[config.mk]
export PLATFORM = sky130hd
export DESIGN_NAME = adcsr_top
export DESIGN_NICKNAME = d
export VERILOG_FILES = /design/src/verilog/adcsr_pkg.sv /design/src/verilog/adcsr_top.sv
export SDC_FILE = /design/constraint.sdc
export NUM_CORES = 1
export LEC_CHECK = 0
export BUFFER_PORTS_ARGS = -buffer_cell sky130_fd_sc_hd__buf_4
export CORE_MARGIN = 2
export CORE_UTILIZATION = 60
export CTS_CLUSTER_SIZE = 30
export DETAILED_ROUTE_END_ITERATION = 6
export PLACE_DENSITY = 0.85
export SLEW_MARGIN = 5
export SYNTH_ARGS = -nofsm -noshare
export SYNTH_HDL_FRONTEND = slang
export SYNTH_SLANG_ARGS = --single-unit
[constraint.sdc]
create_clock -name i_sys_clk -period 2.4 [get_ports i_sys_clk]
set_clock_uncertainty 0.2 [all_clocks]
set_input_delay 0.72 -clock i_sys_clk [delete_from_list [all_inputs] [get_ports i_sys_clk]]
set_output_delay 0.72 -clock i_sys_clk [all_outputs]
set_load 0.005 [all_outputs]
[src/verilog/adcsr_pkg.sv]
/*
 * Constants and types for the converter sequencer and serial readout.
 * Assumes a 25 MHz system clock; all times are turned into cycles here.
 */
package adcsr_pkg;
    localparam int CLK_HZ        = 25_000_000;
    localparam int CLK_PERIOD_NS = 40;

    // internal power-on reset pulse after supply is good
    localparam int POR_TIME_NS = 500_000;
    localparam int POR_CYCLES  = (POR_TIME_NS + CLK_PERIOD_NS - 1) / CLK_PERIOD_NS;

    // longest half period of an external oscillator on rate_sel
    localparam int EXT_OSC_HALF_NS   = 390_000;
    localparam int EXT_DETECT_CYCLES = (EXT_OSC_HALF_NS + CLK_PERIOD_NS - 1) / CLK_PERIOD_NS;

    // oscillator runs at notch frequency times this divisor
    localparam int NOTCH_50_HZ = 50;
    localparam int NOTCH_60_HZ = 60;
    localparam int NOTCH_DIV   = 2560;
    localparam logic [7:0] DIV_50_LAST = 8'(CLK_HZ / (NOTCH_50_HZ * NOTCH_DIV) - 1);
    localparam logic [7:0] DIV_60_LAST = 8'(CLK_HZ / (NOTCH_60_HZ * NOTCH_DIV) - 1);

    // oscillator ticks in one conversion
    localparam int CONV_TICKS = 20510;

    // internal shift clock runs at oscillator / 8: four ticks per half period
    localparam logic [1:0] SCK_HALF_LAST = 2'h3;
    localparam logic [5:0] WORD_LAST_BIT = 6'h1F;

    localparam logic EOC_BUSY = 1'h1;
    localparam logic EOC_DONE = 1'h0;
    localparam logic FILLER   = 1'h0;

    typedef enum logic [1:0] {
        ST_CONV   = 2'b00,
        ST_SLEEP  = 2'b01,
        ST_OUTPUT = 2'b10
    } adcsr_state_t;
endpackage

[src/verilog/adcsr_top.sv]
/*
 * Conversion sequencer and 3-wire serial readout of a delta-sigma converter.
 * Assumes the filter delivers its 30-bit word on i_conv_word, valid when the
 * conversion ends; i_reset_n is the supply-good level from the analog monitor.
 * Pins select_n, shift clock and rate_sel are asynchronous and are synchronised.
 */
// Notes on behaviour
// cycle conversion, sleep, data output, repeat
// select low enables output, wakes converter
// after conversion sleep while select high
// select rising during output aborts, reconverts
// select high puts data pin high-Z
// conversion/sleep show done flag on data
// internal mode drives shift clock, else input
// pull-up on shift clock in internal mode
// clock mode sampled at power-up, select fall
// rate_sel high 50Hz, low 60Hz oscillator
// clock on rate_sel becomes system clock
// data changes on falling shift clock edges
// output ends after 32 bits or select high
// result held unchanged during sleep
// word is the conversion just completed
// held in reset while supply low
// power-on pulse of about 0.5ms
// power-on clears all, then conversion starts
// calibration inside conversion, timing unchanged
// word: done flag, filler, sign, result, sub-LSBs
// sign and MSB equal mark out of range
// after 32nd fall data goes high
// shift clocks ignored while select high
// low level means external, high internal
// internal mode: 32 pulses, idle high
module adcsr_top #(
    parameter int POR_LEN    = adcsr_pkg::POR_CYCLES,
    parameter int EXT_DETECT = adcsr_pkg::EXT_DETECT_CYCLES,
    parameter int CONV_LEN   = adcsr_pkg::CONV_TICKS
) (
    input  wire logic        i_sys_clk,            // system clock
    input  wire logic        i_reset_n,            // supply good, async
    input  wire logic        i_select_n,           // select pin
    input  wire logic        i_sck_in,             // shift clock pin level
    output logic             o_sck_out,            // shift clock drive value
    output logic             o_sck_oe_n,           // shift clock drive enable
    output logic             o_sck_pullup_en,      // weak pull-up on shift clock
    output logic             o_serial_result_out,  // serial data value
    output logic             o_serial_result_oe_n, // serial data drive enable
    input  wire logic        i_rate_sel,           // rate pin or external clock
    input  wire logic [29:0] i_conv_word,          // sign, result, sub-LSBs
    output logic             o_conv_start,         // pulse: conversion begins
    output logic             o_sleeping,           // converter in sleep
    output logic             o_ext_clk_mode,       // external shift clock mode
    output logic             o_ext_osc,            // rate_sel carries a clock
    output logic             o_over_range,         // last result above range
    output logic             o_under_range         // last result below range
);

    typedef struct packed {
        adcsr_pkg::adcsr_state_t state;
        logic                    por_busy;
        logic [15:0]             por_cnt;
        logic                    cs_m;
        logic                    cs_s;
        logic                    cs_d;
        logic                    sck_m;
        logic                    sck_s;
        logic                    sck_d;
        logic                    rate_m;
        logic                    rate_s;
        logic                    rate_d;
        logic [15:0]             edge_gap;
        logic                    ext_osc;
        logic [7:0]              div_cnt;
        logic                    tick;
        logic [15:0]             conv_cnt;
        logic [1:0]              half_cnt;
        logic [5:0]              bit_cnt;
        logic [31:0]             shreg;
        logic                    sck_drv;
        logic                    ext_mode;
        logic                    conv_start;
        logic                    over;
        logic                    under;
    } adcsr_regs_t;

    adcsr_regs_t r;
    adcsr_regs_t next_r;
    logic        rate_edge;
    logic        cs_fall;
    logic        sck_fall;
    logic        shift;

    always_comb begin
        next_r = r;
        rate_edge = r.rate_s ^ r.rate_d;
        cs_fall = r.cs_d & ~r.cs_s;
        sck_fall = r.sck_d & ~r.sck_s;
        shift = 1'h0;
        next_r.cs_m = i_select_n;
        next_r.cs_s = r.cs_m;
        next_r.cs_d = r.cs_s;
        next_r.sck_m = i_sck_in;
        next_r.sck_s = r.sck_m;
        next_r.sck_d = r.sck_s;
        next_r.rate_m = i_rate_sel;
        next_r.rate_s = r.rate_m;
        next_r.rate_d = r.rate_s;
        next_r.conv_start = 1'h0;
        next_r.tick = 1'h0;

        // a toggling rate pin is an external oscillator
        // synchroniser settling after reset is not an oscillator edge
        if (rate_edge && !r.por_busy) begin
            next_r.edge_gap = '0;
        end else if (r.edge_gap < 16'(EXT_DETECT)) begin
            next_r.edge_gap = r.edge_gap + 16'h0001;
        end
        next_r.ext_osc = r.edge_gap < 16'(EXT_DETECT);

        if (r.ext_osc) begin
            next_r.tick = r.rate_s & ~r.rate_d;
        end else if (r.div_cnt == '0) begin
            next_r.tick = 1'h1;
            next_r.div_cnt = r.rate_s ? adcsr_pkg::DIV_50_LAST : adcsr_pkg::DIV_60_LAST;
        end else begin
            next_r.div_cnt = r.div_cnt - 8'h01;
        end

        if (r.por_busy) begin
            // the sequencer is held until the pulse ends; synchronisers and divider keep running
            if (r.por_cnt == 16'(POR_LEN - 1)) begin
                next_r.por_busy = 1'h0;
                next_r.ext_mode = ~r.sck_s;
                next_r.state = adcsr_pkg::ST_CONV;
                next_r.conv_start = 1'h1;
            end else begin
                next_r.por_cnt = r.por_cnt + 16'h0001;
            end
        end else begin
            if (cs_fall) begin
                next_r.ext_mode = ~r.sck_s;
            end
            case (r.state)
                adcsr_pkg::ST_CONV: begin
                    // calibration is part of the conversion count // R19
                    if (r.tick) begin
                        if (r.conv_cnt == 16'(CONV_LEN - 1)) begin
                            next_r.state = adcsr_pkg::ST_SLEEP;
                            next_r.conv_cnt = '0;
                            next_r.shreg = {adcsr_pkg::EOC_DONE, adcsr_pkg::FILLER,
                                            i_conv_word};
                            next_r.over = i_conv_word[29] & i_conv_word[28];
                            next_r.under = ~i_conv_word[29] & ~i_conv_word[28];
                        end else begin
                            next_r.conv_cnt = r.conv_cnt + 16'h0001;
                        end
                    end
                end
                adcsr_pkg::ST_SLEEP: begin
                    // shift register untouched while here // R14
                    if (!r.cs_s) begin
                        next_r.state = adcsr_pkg::ST_OUTPUT;
                        next_r.bit_cnt = '0;
                        next_r.half_cnt = '0;
                        next_r.sck_drv = 1'h0;
                    end
                end
                adcsr_pkg::ST_OUTPUT: begin
                    if (r.cs_s) begin
                        next_r.state = adcsr_pkg::ST_CONV;
                        next_r.shreg[31] = adcsr_pkg::EOC_BUSY;
                        next_r.sck_drv = 1'h1;
                        next_r.conv_start = 1'h1;
                    end else begin
                        if (r.ext_mode) begin
                            shift = sck_fall;
                        end else if (r.tick) begin
                            if (r.half_cnt == adcsr_pkg::SCK_HALF_LAST) begin
                                next_r.half_cnt = '0;
                                next_r.sck_drv = ~r.sck_drv;
                                shift = r.sck_drv;
                            end else begin
                                next_r.half_cnt = r.half_cnt + 2'h1;
                            end
                        end
                        if (shift) begin
                            // a one shifts in, becoming the busy flag // R12 R22
                            next_r.shreg = {r.shreg[30:0], adcsr_pkg::EOC_BUSY};
                            next_r.bit_cnt = r.bit_cnt + 6'h01;
                            if (r.bit_cnt == adcsr_pkg::WORD_LAST_BIT) begin
                                next_r.state = adcsr_pkg::ST_CONV;
                                next_r.sck_drv = 1'h1;
                                next_r.conv_start = 1'h1;
                            end
                        end
                    end
                end
                default: begin
                    next_r.state = adcsr_pkg::ST_CONV;
                end
            endcase
        end
    end

    always_ff @(posedge i_sys_clk or negedge i_reset_n) begin
        if (!i_reset_n) begin
            r <= '0;
            r.por_busy <= 1'h1;
            r.cs_m <= 1'h1;
            r.cs_s <= 1'h1;
            r.cs_d <= 1'h1;
            r.sck_m <= 1'h1;
            r.sck_s <= 1'h1;
            r.sck_d <= 1'h1;
            r.edge_gap <= 16'hFFFF;
            r.shreg[31] <= adcsr_pkg::EOC_BUSY;
            r.sck_drv <= 1'h1;
        end else begin
            r <= next_r;
        end
    end

    assign o_serial_result_out = r.shreg[31];
    assign o_serial_result_oe_n = r.cs_s;
    assign o_sck_out = r.sck_drv;
    assign o_sck_oe_n = ~((r.state == adcsr_pkg::ST_OUTPUT) & ~r.ext_mode
                          & ~r.por_busy);
    assign o_sck_pullup_en = ~r.ext_mode;
    assign o_conv_start = r.conv_start;
    assign o_sleeping = (r.state == adcsr_pkg::ST_SLEEP) & ~r.por_busy;
    assign o_ext_clk_mode = r.ext_mode;
    assign o_ext_osc = r.ext_osc;
    assign o_over_range = r.over;
    assign o_under_range = r.under;
endmodule

==> metrics <==
post-DP HPWL 7760 µm; number of enable flip-flop cells after synthesis 0; hold_sp i_rate_sel; Cell Area, Synth 5440 µm²; Net Sw Frac 23.3%; most frequent cells in the layout dfrtp_1, nor2_1, buf_4, nand2_1, a21oi_1; Congestion Overflow GR 0; Die Ht 99.2 µm; Synth Instances 553; r2r startpoint r[45]; failing checks negative setup slack; placed cell count 699; reg2reg end r[27]; crit path kind reg -> out; synthesized area per cell 9.83 µm²; Worst-Margin Slew roughly 0.64 ns; pin count of the biggest net entering global routing 76; clk slew on worst S/H paths 0.06 ns; core area 8760 µm²; Ys Warns 0; Num CTS Buffers 17; DR WL/cell 17.5 µm; gr usage total a little over a quarter; clk_lat worst skew 0.52 ns; Final Core Density 76.8%; drc violations 0; Die Span X about 99 µm; internal power 3.90 mW; Routed WL roughly 13000 µm; fraction of registers with async set/reset 100%; DR iter-0 viols 301; effective utilization at floorplan between 60 and 70%; min-delay worst type in -> reg; Post-layout nets between 600 and 700; Tmin final between 2 and 2.5 ns; vias per cell 6.26; Die Area 9840 µm²; synthesis-to-layout area growth 23.8%; share of cells above drive strength 1 ~22%; CTS tree done; crit path from r[112]; RSZ-0062 raised after global routing true; IO Port Bufs 45; diodes inserted 0; TritonRoute pass-1 iters 7; Startpoint Class register; Sw Pwr 1.18 mW; post-route clock period utilization 101%; initial antenna violation count 0; DRT antenna net count 0; cells along the critical path buf_6 > nor2_4 > nand2_1 > buf_4; hold path cells 1; # IOs 46; min setup slack post-route -0.0171 ns; clk sinks 115; Max Slew Vio Count 0; vias in the first global route 4636; Reg power frac ~41%; Distinct cells, synth 53; internal reg-to-reg setup slack 0.06 ns; slowest stage delay, CP 0.54 ns; reg2reg path depth 7; power share of the clock group 53.4%; fmax 414 MHz; sequential fraction of the synthesis area between 50 and 60%; Pleak approximately 2.9 nW; worst-path cell with the longest stage delay dfstp_2; Main synth FF type dfrtp_1; status finished with violations; #FFs+latches synth 115; RePlAce Congestion 0.884; WHS 0.103 ns; TNS Setup -0.0171 ns; row cnt 34; WP data arrival 1.50 ns; first-pass GRT wire length 21400 µm; max-cap check violation count 0; Data required, critical path 1.48 ns; CTS H-Tree Depth 4; worst rel slew slack 57.2%; vias post-DR 4626; Root Buffer clkbuf_8; crit path max fanout 16; final hold vios 0; Max VDD drop 0.480 mV; combinational power share ~5.8%; most common cell after layout, fill and taps aside dfrtp_1; Crit. End Element primary output; Final Setup Violations 1; Worst Hold Path EP next_r[88]; clk buf depth 2; Power per Cell Area roughly 750 nW/µm²; Finished Layout Cells 739; Net Count, Synth 598
-- metrics by stage --
stage / power [mW] / setup slack, ns / instance area [µm²]
6_report: 5.08 / -0.0171 / 6730
3_5_place_dp: 2.38 / 0.00215 / 5960
4_1_cts: 5.09 / -0.0313 / 6670
2_1_floorplan: 2.21 / 0.255 / 5440
3_3_place_gp: 2.36 / 0.183 / 5960
5_1_grt: 5.22 / -0.0709 / 6730
-- Yosys cell counts (6+ instances only) --
master    instances  area, µm²
o21ai_0          29        145
inv_1            15       56.3
nand2_1          52        195
xor2_1           13        114
nor4_1            7       43.8
nor2_1           75        282
nor3_1            7       35.0
nand3_1          24        120
xnor2_1          20        175
a22oi_1          30        225
dfrtp_1          90       2250
nand2b_1          6       37.5
dfstp_2          25        657
a21oi_1          49        245
clkbuf_1         14       52.6
nand4_1          10       62.6
ha_1             10        125
-- power groups by stage --
stage / clock network [mW] / registers [mW] / logic (mW)
floorplan: 0 / 2.08 / 0.128
global placement: 0 / 2.09 / 0.272
detailed placement: 0 / 2.09 / 0.285
CTS: 2.73 / 2.07 / 0.295
global route: 2.82 / 2.07 / 0.329
finish: 2.71 / 2.07 / 0.297
-- area by class of cell --
| type | count | area, µm² |
|---|---|---|
| clock buffer | 19 | 442 |
| timing repair buffer | 68 | 579 |
| tap | 108 | 135 |
| fill | 574 | 2030 |
| sequential | 115 | 2910 |
| clock inverter | 13 | 196 |
| multi-input combinational | 401 | 2410 |
| inverter | 15 | 61.3 |
-- sequential cells by signal, indices dropped and copies added, names as in the netlist --
name                  count
next_r                    5
o_conv_start              1
o_ext_clk_mode            1
o_ext_osc                 1
o_over_range              1
o_sck_out                 1
o_serial_result_oe_n      1
o_serial_result_out       1
o_under_range             1
r                       102
-- how the worst max path moves through the flow --
stage,to,slack (ns),depth (start not counted)
after CTS,o_sck_oe_n,-0.03,5
after floorplan,r[35],0.25,7
final,o_sck_oe_n,-0.02,4
after global routing,r[28],-0.07,7
after global placement,r[9],0.18,7
after detailed placement,r[10],0.002,7
-- kinds of logic after synthesis --
group | count (synthesis) | synth area share [%]
buf+inv | 37 | 2.88
flops | 115 | 53.5
mux | 5 | 0.967
simple gates | 209 | 18.2
fa+ha+maj | 10 | 2.30
xor+xnor | 33 | 5.32
compound gates | 144 | 16.9
-- layer usage --
layer	GRT usage (%)	vias to the layer above	part of all wire (%)	routed length (µm)
li1	-	2111	-	-
met1	33.4	2292	40	5210
met2	46.6	191	51	6640
met3	6.11	32	6.1	789
met4	11.5	0	2.4	305
met5	0	-	0	0
-- critical path: cells and delay by family, from the launching register on --
family	cells	cell delay, ns
simple gates	2	0.14
flops	1	0.54
buf+inv	2	0.29
-- repair_timing --
| action | CTS | global route |
|---|---|---|
| gates cloned | 0 | 1 |
| endpoints found under the hold margin | 23 | 0 |
| hold buffers | 1 | 0 |
| buffers inserted | 4 | 2 |
| gates resized for setup | 8 | 5 |
| endpoints found under the setup margin | 6 | 37 |
| pin swaps | 4 | 3 |
Power figures use the tool's default switching activity.
